File: src/rtl/odt_pkg.sv
// constants, types and register map of the on/off delay timer
`default_nettype none
package odt_pkg;
  // timing
  localparam int CLK_PERIOD_NS = 10;
  localparam int TICK_PERIOD_NS = 10_000_000;
  localparam int TICK_CYCLES_DEF = TICK_PERIOD_NS / CLK_PERIOD_NS;
  localparam int TICK_W = 20;
  localparam int DLY_W = 26;
  localparam int ADDR_W = 8;
  localparam int TB_W = 2;
  localparam int BLK_W = 8;
  localparam int FLD_W = 8;
  localparam int KIND_W = 4;
  // register offsets
  localparam logic [ADDR_W-1:0] CTRL_OFS = 8'h00;
  localparam logic [ADDR_W-1:0] PARAM_OFS = 8'h04;
  localparam logic [ADDR_W-1:0] STATUS_OFS = 8'h08;
  localparam logic [ADDR_W-1:0] ELAPSED_OFS = 8'h0c;
  localparam logic [ADDR_W-1:0] DELAY_OFS = 8'h10;
  // field positions
  localparam int CTRL_MODE_BIT = 0;
  localparam int CTRL_RET_BIT = 1;
  localparam int CTRL_SRC_BIT = 2;
  localparam int CTRL_TB_LSB = 4;
  localparam int CTRL_BLK_LSB = 8;
  localparam int PARAM_LO_LSB = 0;
  localparam int PARAM_HI_LSB = 8;
  localparam int STAT_Q_BIT = 0;
  localparam int STAT_TRIG_BIT = 1;
  localparam int STAT_RUN_BIT = 2;
  // reset values
  localparam logic [FLD_W-1:0] RST_PAR_HI = 8'h00;
  localparam logic [FLD_W-1:0] RST_PAR_LO = 8'h00;
  localparam logic [BLK_W-1:0] RST_BLK = 8'h00;
  // bus codes
  localparam logic [2:0] HSIZE_WORD = 3'h2;
  localparam logic [31:0] RD_ZERO = 32'h0;
  // delay limits and scales
  localparam logic [31:0] PAR_HI_MAX = 32'h63;
  localparam logic [31:0] SEC_LO_MAX = 32'h63;
  localparam logic [31:0] MIN_LO_MAX = 32'h3b;
  localparam logic [31:0] UNITS_PER_NEXT = 32'h3c;
  localparam logic [31:0] TICKS_PER_S = 32'h64;
  localparam logic [31:0] TICKS_PER_MIN = 32'h1770;
  localparam logic [31:0] TICK_MS = 32'ha;
  localparam logic [31:0] BLK_MS_MAX = 32'h18696;
  localparam logic [31:0] BLK_S_MAX = 32'h176f;
  localparam logic [31:0] BLK_M_MAX = 32'h176f;
  localparam logic [DLY_W-1:0] DLY_MAX = 26'h2253990;
  // timebases: fine = s or ms, mid = m or s, coarse = h or m
  typedef enum logic [TB_W-1:0] {
    ODT_TB_FINE = 2'h0,
    ODT_TB_MID = 2'h1,
    ODT_TB_COARSE = 2'h2
  } odt_tbase_type;
  // kinds of referenced blocks
  typedef enum logic [KIND_W-1:0] {
    ODT_SRC_NONE = 4'h0,
    ODT_SRC_CMP = 4'h1,
    ODT_SRC_THR = 4'h2,
    ODT_SRC_AMP = 4'h3,
    ODT_SRC_MUX = 4'h4,
    ODT_SRC_RAMP = 4'h5,
    ODT_SRC_MATH = 4'h6,
    ODT_SRC_PI = 4'h7,
    ODT_SRC_CNT = 4'h8
  } odt_kind_type;
  // timer states, gray along idle, run, done
  typedef enum logic [1:0] {
    ODT_IDLE = 2'b00,
    ODT_RUN = 2'b01,
    ODT_DONE = 2'b11
  } odt_st_type;
endpackage : odt_pkg
`default_nettype wire

File: src/rtl/odt_delay_calc.sv
// delay in ticks from parameter or referenced block value
`default_nettype none
module odt_delay_calc
  import odt_pkg::*;
(
  // configuration
  input wire logic src_blk,
  input wire logic [TB_W-1:0] tbase,
  input wire logic [FLD_W-1:0] par_hi,
  input wire logic [FLD_W-1:0] par_lo,
  // referenced block
  input wire logic [KIND_W-1:0] src_kind,
  input wire logic [31:0] src_value,
  // result
  output logic [DLY_W-1:0] delay_ticks
);
  logic [31:0] hi;
  logic [31:0] lo;
  logic [31:0] val;
  logic [31:0] ticks;
  logic allowed;

  always_comb
  begin
    hi = (32'(par_hi) > PAR_HI_MAX) ? PAR_HI_MAX : 32'(par_hi);
    lo = 32'(par_lo);
    val = src_value[31] ? RD_ZERO : src_value;
    allowed = src_kind inside {ODT_SRC_CMP, ODT_SRC_THR, ODT_SRC_AMP, ODT_SRC_MUX,
                               ODT_SRC_RAMP, ODT_SRC_MATH, ODT_SRC_PI, ODT_SRC_CNT};
    if (src_blk && allowed)
    begin
      case (tbase)
        ODT_TB_MID: ticks = ((val > BLK_S_MAX) ? BLK_S_MAX : val) * TICKS_PER_S;
        ODT_TB_COARSE: ticks = ((val > BLK_M_MAX) ? BLK_M_MAX : val) * TICKS_PER_MIN;
        default: ticks = ((val > BLK_MS_MAX) ? BLK_MS_MAX : val) / TICK_MS;
      endcase
    end
    else
    begin
      case (tbase)
        ODT_TB_MID:
        begin
          lo = (lo > MIN_LO_MAX) ? MIN_LO_MAX : lo;
          ticks = (hi * UNITS_PER_NEXT + lo) * TICKS_PER_S;
        end
        ODT_TB_COARSE:
        begin
          lo = (lo > MIN_LO_MAX) ? MIN_LO_MAX : lo;
          ticks = (hi * UNITS_PER_NEXT + lo) * TICKS_PER_MIN;
        end
        default:
        begin
          lo = (lo > SEC_LO_MAX) ? SEC_LO_MAX : lo;
          ticks = hi * TICKS_PER_S + lo;
        end
      endcase
    end
    delay_ticks = ticks[DLY_W-1:0];
  end
endmodule : odt_delay_calc
`default_nettype wire

File: src/rtl/odt_timer.sv
// on/off delay timer function block with ahb-lite registers
`default_nettype none
module odt_timer
  import odt_pkg::*;
#(
  parameter int TICK_CYCLES = TICK_CYCLES_DEF
)
(
  // clock and reset
  input wire logic hclk,
  input wire logic hresetn,
  // ahb-lite slave
  input wire logic hsel,
  input wire logic [31:0] haddr,
  input wire logic [1:0] htrans,
  input wire logic hwrite,
  input wire logic [2:0] hsize,
  input wire logic [31:0] hwdata,
  input wire logic hready,
  output logic hreadyout,
  output logic hresp,
  output logic [31:0] hrdata,
  // function block inputs
  input wire logic trig_in,
  input wire logic clear_in,
  input wire logic power_fail,
  // referenced block
  input wire logic [KIND_W-1:0] src_kind,
  input wire logic [31:0] src_value,
  output logic [BLK_W-1:0] src_block_num,
  // function block output
  output logic timer_out
);
  localparam logic [TICK_W-1:0] TICK_LAST = TICK_W'(TICK_CYCLES - 1);

  typedef struct packed {
    logic mode_off;
    logic retain;
    logic src_blk;
    logic [TB_W-1:0] tbase;
    logic [BLK_W-1:0] blk_num;
    logic [FLD_W-1:0] par_hi;
    logic [FLD_W-1:0] par_lo;
    odt_st_type st;
    logic q;
    logic trig_prev;
    logic [DLY_W-1:0] elapsed;
    logic [TICK_W-1:0] tick_cnt;
    logic tick;
    logic wr_pend;
    logic [ADDR_W-1:0] wr_addr;
    logic [31:0] rdata;
  } odt_state_type;

  odt_state_type s_reg;
  odt_state_type s_next;
  logic [DLY_W-1:0] delay_ticks;
  logic rise;
  logic fall;
  logic addr_ok;
  logic [31:0] rd_mux;
  logic reached;

  ////////////////////////////////////////////////////////////////////////////
  // delay source
  odt_delay_calc u_calc (
    .src_blk(s_reg.src_blk),
    .tbase(s_reg.tbase),
    .par_hi(s_reg.par_hi),
    .par_lo(s_reg.par_lo),
    .src_kind(src_kind),
    .src_value(src_value),
    .delay_ticks(delay_ticks)
  );

  assign rise = trig_in && !s_reg.trig_prev;
  assign fall = !trig_in && s_reg.trig_prev;
  assign reached = s_reg.elapsed >= delay_ticks;
  assign addr_ok = hsel && htrans[1] && hready;
  assign hreadyout = 1'b1;
  assign hresp = 1'b0;
  assign hrdata = s_reg.rdata;
  assign timer_out = s_reg.q;
  assign src_block_num = s_reg.blk_num;

  ////////////////////////////////////////////////////////////////////////////
  // read mux
  always_comb
  begin
    rd_mux = RD_ZERO;
    case (haddr[ADDR_W-1:0])
      CTRL_OFS:
      begin
        rd_mux[CTRL_MODE_BIT] = s_reg.mode_off;
        rd_mux[CTRL_RET_BIT] = s_reg.retain;
        rd_mux[CTRL_SRC_BIT] = s_reg.src_blk;
        rd_mux[CTRL_TB_LSB +: TB_W] = s_reg.tbase;
        rd_mux[CTRL_BLK_LSB +: BLK_W] = s_reg.blk_num;
      end
      PARAM_OFS:
      begin
        rd_mux[PARAM_LO_LSB +: FLD_W] = s_reg.par_lo;
        rd_mux[PARAM_HI_LSB +: FLD_W] = s_reg.par_hi;
      end
      STATUS_OFS:
      begin
        rd_mux[STAT_Q_BIT] = s_reg.q;
        rd_mux[STAT_TRIG_BIT] = trig_in;
        rd_mux[STAT_RUN_BIT] = (s_reg.st == ODT_RUN);
      end
      ELAPSED_OFS: rd_mux = 32'(s_reg.elapsed);
      DELAY_OFS: rd_mux = 32'(delay_ticks);
      default: rd_mux = RD_ZERO;
    endcase
  end

  ////////////////////////////////////////////////////////////////////////////
  // next state
  always_comb
  begin
    s_next = s_reg;
    // tick generator
    s_next.tick = 1'b0;
    if (s_reg.tick_cnt == TICK_LAST)
    begin
      s_next.tick_cnt = '0;
      s_next.tick = 1'b1;
    end
    else
    begin
      s_next.tick_cnt = s_reg.tick_cnt + 1'b1;
    end
    s_next.trig_prev = trig_in;
    // timer
    if (power_fail)
    begin
      s_next.trig_prev = 1'b0;
      if (!s_reg.retain)
      begin
        s_next.q = 1'b0;
        s_next.elapsed = '0;
        s_next.st = ODT_IDLE;
      end
      else
      begin
        s_next.trig_prev = s_reg.trig_prev;
      end
    end
    else if (!s_reg.mode_off)
    begin
      if (!trig_in)
      begin
        s_next.q = 1'b0;
        s_next.elapsed = '0;
        s_next.st = ODT_IDLE;
      end
      else if (rise)
      begin
        s_next.elapsed = '0;
        s_next.q = 1'b0;
        s_next.st = ODT_RUN;
      end
      else if (s_reg.st == ODT_RUN)
      begin
        if (reached)
        begin
          s_next.q = 1'b1;
          s_next.st = ODT_DONE;
        end
        else if (s_reg.tick)
        begin
          s_next.elapsed = s_reg.elapsed + 1'b1;
        end
      end
    end
    else
    begin
      if (clear_in)
      begin
        s_next.q = 1'b0;
        s_next.elapsed = '0;
        s_next.st = ODT_IDLE;
      end
      else if (trig_in)
      begin
        s_next.q = 1'b1;
        s_next.elapsed = '0;
        s_next.st = ODT_IDLE;
      end
      else if (fall)
      begin
        s_next.elapsed = '0;
        s_next.st = ODT_RUN;
      end
      else if (s_reg.st == ODT_RUN)
      begin
        if (reached)
        begin
          s_next.q = 1'b0;
          s_next.st = ODT_DONE;
        end
        else if (s_reg.tick)
        begin
          s_next.elapsed = s_reg.elapsed + 1'b1;
        end
      end
    end
    // bus address phase
    if (hready)
    begin
      s_next.wr_pend = addr_ok && hwrite && (hsize == HSIZE_WORD);
      s_next.wr_addr = haddr[ADDR_W-1:0];
      if (addr_ok && !hwrite)
      begin
        s_next.rdata = rd_mux;
      end
    end
    // bus data phase write
    if (s_reg.wr_pend)
    begin
      case (s_reg.wr_addr)
        CTRL_OFS:
        begin
          s_next.mode_off = hwdata[CTRL_MODE_BIT];
          s_next.retain = hwdata[CTRL_RET_BIT];
          s_next.src_blk = hwdata[CTRL_SRC_BIT];
          s_next.tbase = hwdata[CTRL_TB_LSB +: TB_W];
          s_next.blk_num = hwdata[CTRL_BLK_LSB +: BLK_W];
          // reconfiguration restarts the function
          s_next.q = 1'b0;
          s_next.elapsed = '0;
          s_next.st = ODT_IDLE;
          s_next.trig_prev = 1'b0;
        end
        PARAM_OFS:
        begin
          s_next.par_lo = hwdata[PARAM_LO_LSB +: FLD_W];
          s_next.par_hi = hwdata[PARAM_HI_LSB +: FLD_W];
        end
        default: s_next.wr_pend = 1'b0;
      endcase
      s_next.wr_pend = 1'b0;
      if (hready)
      begin
        s_next.wr_pend = addr_ok && hwrite && (hsize == HSIZE_WORD);
      end
    end
  end

  ////////////////////////////////////////////////////////////////////////////
  // state register
  always_ff @(posedge hclk or negedge hresetn)
  begin
    if (!hresetn)
    begin
      s_reg <= '{mode_off: 1'b0, retain: 1'b0, src_blk: 1'b0, tbase: ODT_TB_FINE,
                 blk_num: RST_BLK, par_hi: RST_PAR_HI, par_lo: RST_PAR_LO, st: ODT_IDLE,
                 q: 1'b0, trig_prev: 1'b0, elapsed: '0, tick_cnt: '0, tick: 1'b0,
                 wr_pend: 1'b0, wr_addr: '0, rdata: RD_ZERO};
    end
    else
    begin
      s_reg <= s_next;
    end
  end
endmodule : odt_timer
`default_nettype wire

File: config.mk
export PLATFORM = sky130hd
export DESIGN_NAME = odt_timer
export DESIGN_NICKNAME = d
export VERILOG_FILES = /design/src/rtl/odt_pkg.sv /design/src/rtl/odt_delay_calc.sv /design/src/rtl/odt_timer.sv
export SDC_FILE = /design/constraint.sdc
export NUM_CORES = 1
export LEC_CHECK = 0
export BUFFER_PORTS_ARGS = -buffer_cell sky130_fd_sc_hd__buf_2
export CAP_MARGIN = 20
export CORE_MARGIN = 2
export CORE_UTILIZATION = 53
export DETAILED_ROUTE_END_ITERATION = 8
export GPL_TIMING_DRIVEN = 0
export MAX_ROUTING_LAYER = met4
export PLACE_DENSITY = 0.75
export SLEW_MARGIN = 20
export SYNTH_ARGS = -nofsm -noshare
export SYNTH_HDL_FRONTEND = slang
export SYNTH_SLANG_ARGS = --single-unit
File: constraint.sdc
create_clock -name hclk -period 12.1 [get_ports hclk]
set_input_delay 0.605 -clock hclk [delete_from_list [all_inputs] [get_ports hclk]]
set_output_delay 0.605 -clock hclk [all_outputs]
set_load 0.01 [all_outputs]
==> results.toml <==
[outcome]
status = "completed"

[synth]
synth_flop_cell = "dfrtp_1"
synth_edf_count = 0
syn-cell-area_um2 = 21500
synthArstFlopShare_pct = 100
yosysWarnings = 0
avgSynthCellArea_um2 = 8.50
yosysTopAreaCell = "fa_1"
syn_inst = 2528
netlist-cell-type-count = 103
yosysSeqAreaShare_pct = 13.4
yosys-top-cells-area = "fa_1 18%, ha_1 17%, dfrtp_1 13%"
synth-seq-cells = 115
synth_top_cell_area_share_pct = 17.9

[grt]
grt_max_degree = 82
overflow = 0
antenna_found_initial = 0
grtUsageTotal_pct = 30.8
grt_pass1_vias = 19200
grt_pass1_wl_um = 101000

[critical_path]
cp-end-kind = "flip-flop"
cpMaxStageDelayCell = "fa_1"
cp_slowest_stage_delay_ns = 0.59
cp.required_ns = 12.39
crit_type = "flip-flop to flip-flop"
critPathMaxFanout = 6
critPathLaunchType = "flip-flop"
crit_top_cell = "fa_1"
arrival_ns = 11.96

[timing]
fin_skew_ns = 0.0114
max_freq_mhz = 85.7
slew_violations = 0
period_needed_ns = 11.67
setup_viol = 0
hold_viol_final = 0
max-slew-margin-rel_pct = 23.2
min_period_over_period_pct = 96.5
worstMarginPinSlew_ns = 1.15

[clock_tree]
cts_sinks = 115
clk-insertion-delay-late_ns = 0.42
cts_tree = "built"
hold_buffers = 0
clock_path_buffers = 2
path_clk_slew_ns = 0.06
ctsRootBufferMaster = "clkbuf_16"
cts_buffers = 17
h-tree-depth = 4

[route]
via_per_inst = 5.92
drtIter0Drc = 1347
drc = 0
drt_wl_total_um = 62800
first_pass_iters = 6
wl_per_cell_um = 19.2
vias = 19400
ant_nets = 0

[hold_path]
hold_class = "primary input to async pin"

[placement]
io_buffers = 99
gp_congestion = 0.952
hpwl_um = 51400

[floorplan]
dieHeight_um = 205
coreArea_um2 = 39900
pin_count = 156
initial_core_util_pct = 53.9
die_width_um = 205
rows = 73
dieArea_um2 = 42200

[cells_and_area]
synthToLayoutAreaGrowth_pct = 13.0
layout.nets = 3331
final_cell_mix = "424 x inv_1, 284 x ha_1, 192 x fa_1, 157 x nand2_1, 144 x nor2_1"
finish.utilization_pct = 60.9
final_common_cell = "inv_1"
largest_reg_flops = 80
drive_above_1_share_pct = 13.7
insertedDiodeCount = 0

[flow_run]
cap_violations = 0
-- timing repair --
| action | 4_1_cts | 5_1_grt |
|---|---|---|
| hold endpoints to repair | 0 | 0 |
| gates resized for setup | 38 | 91 |
| setup buffers | 6 | 20 |
| pin swaps | 5 | 20 |
| setup endpoints to repair | 27 | 25 |
-- area by class of cell --
class	count	area, um2
Timing Repair Buffer	127	732
Tap cell	525	657
Clock inverter	14	126
Clock buffer	18	429
Fill cell	3519	15600
Buffer	120	644
Inverter	426	1600
Sequential cell	115	2880
Multi-Input combinational cell	1934	17200
-- kinds of logic (layout without fill, tap and decap cells) --
family	count (synthesis)	count (layout)	synth area share, %
other	2	70	0.0349
buffers and inverters	547	705	10.4
muxes	61	61	3.18
adders and majority gates	477	477	34.5
xor gates and xnor gates	123	123	5.01
AOI/OAI and AO/OA	621	621	20.2
DFF	115	115	13.4
and+or+nand+nor	582	582	13.3
-- synthesized netlist by cell type, types with 12 or more instances --
master / number
or3_1: 20
inv_1: 426
dfrtp_1: 115
o31ai_1: 12
nand3_1: 56
buf_4: 43
nor2b_1: 14
fa_1: 192
a221oi_1: 19
nor3_1: 43
o221ai_1: 16
o21a_1: 18
o21ai_0: 128
ha_1: 285
nor4_1: 20
xnor2_1: 88
xor2_1: 35
mux2_2: 38
nand2b_1: 17
o21bai_1: 17
a21oi_1: 132
and3_1: 19
clkbuf_1: 67
nand4_1: 21
a21boi_0: 17
o211ai_1: 21
and2_1: 14
mux2i_1: 21
nand2_1: 161
a31oi_1: 27
a21o_1: 45
nor2_1: 150
-- metal layers --
metal,GRT usage (%),wire length [um],vias to the layer above
met5,-,0,-
met4,10.2,2440,0
met3,2.52,4010,132
met2,50.1,29400,739
met1,40.8,27000,9448
li1,-,-,9079
-- critical path: cells and delay by family (launching register included) --
family                   cells  cell delay, ns
AO/OA/AOI/OAI               17            2.96
AND/OR/NAND/NOR             12            2.69
XOR/XNOR                     2            0.42
adder cells (fa/ha/maj)     10            4.54
flip-flops                   1            0.43
buffers and inverters        6            0.51
-- worst paths after layout --
kind                                              from  slack [ns]                     end  cells after the start
min in group hclk                            hwdata[6]        0.42   s_reg[98]$_DFFE_PN0P_                      2
worst max-delay path            s_reg[104]$_DFFE_PN0P_        0.43     s_reg[71]$_DFF_PN0_                     47
worst max register to register  s_reg[104]$_DFFE_PN0P_        0.43     s_reg[71]$_DFF_PN0_                     47
worst min-delay path                           hresetn        0.07   s_reg[33]$_DFFE_PN0P_                      1
max in group asynchronous                      hresetn       11.31  s_reg[104]$_DFFE_PN0P_                      2
worst min register to register  hrdata[18]$_DFFE_PN0P_        0.49  hrdata[18]$_DFFE_PN0P_                      2
-- stage by stage --
step	setup TNS (ns)	setup slack (ns)	std cells	hold WS (ns)	cell area [um2]
after global routing	-0.180	-0.0591	3279	0.0958	24300
after detailed placement	-21.86	-1.44	3222	0.473	22900
final	0	0.428	3279	0.0750	24300
after floorplan	0	0.851	2596	0.309	21800
after global placement	-19.03	-1.28	3220	0.463	22900
after CTS	0	0.0326	3260	0.0876	23800
Power is left out: the tool's default activity adds up to more than one toggle a clock period on the data nets, which glitch-free logic cannot reach.
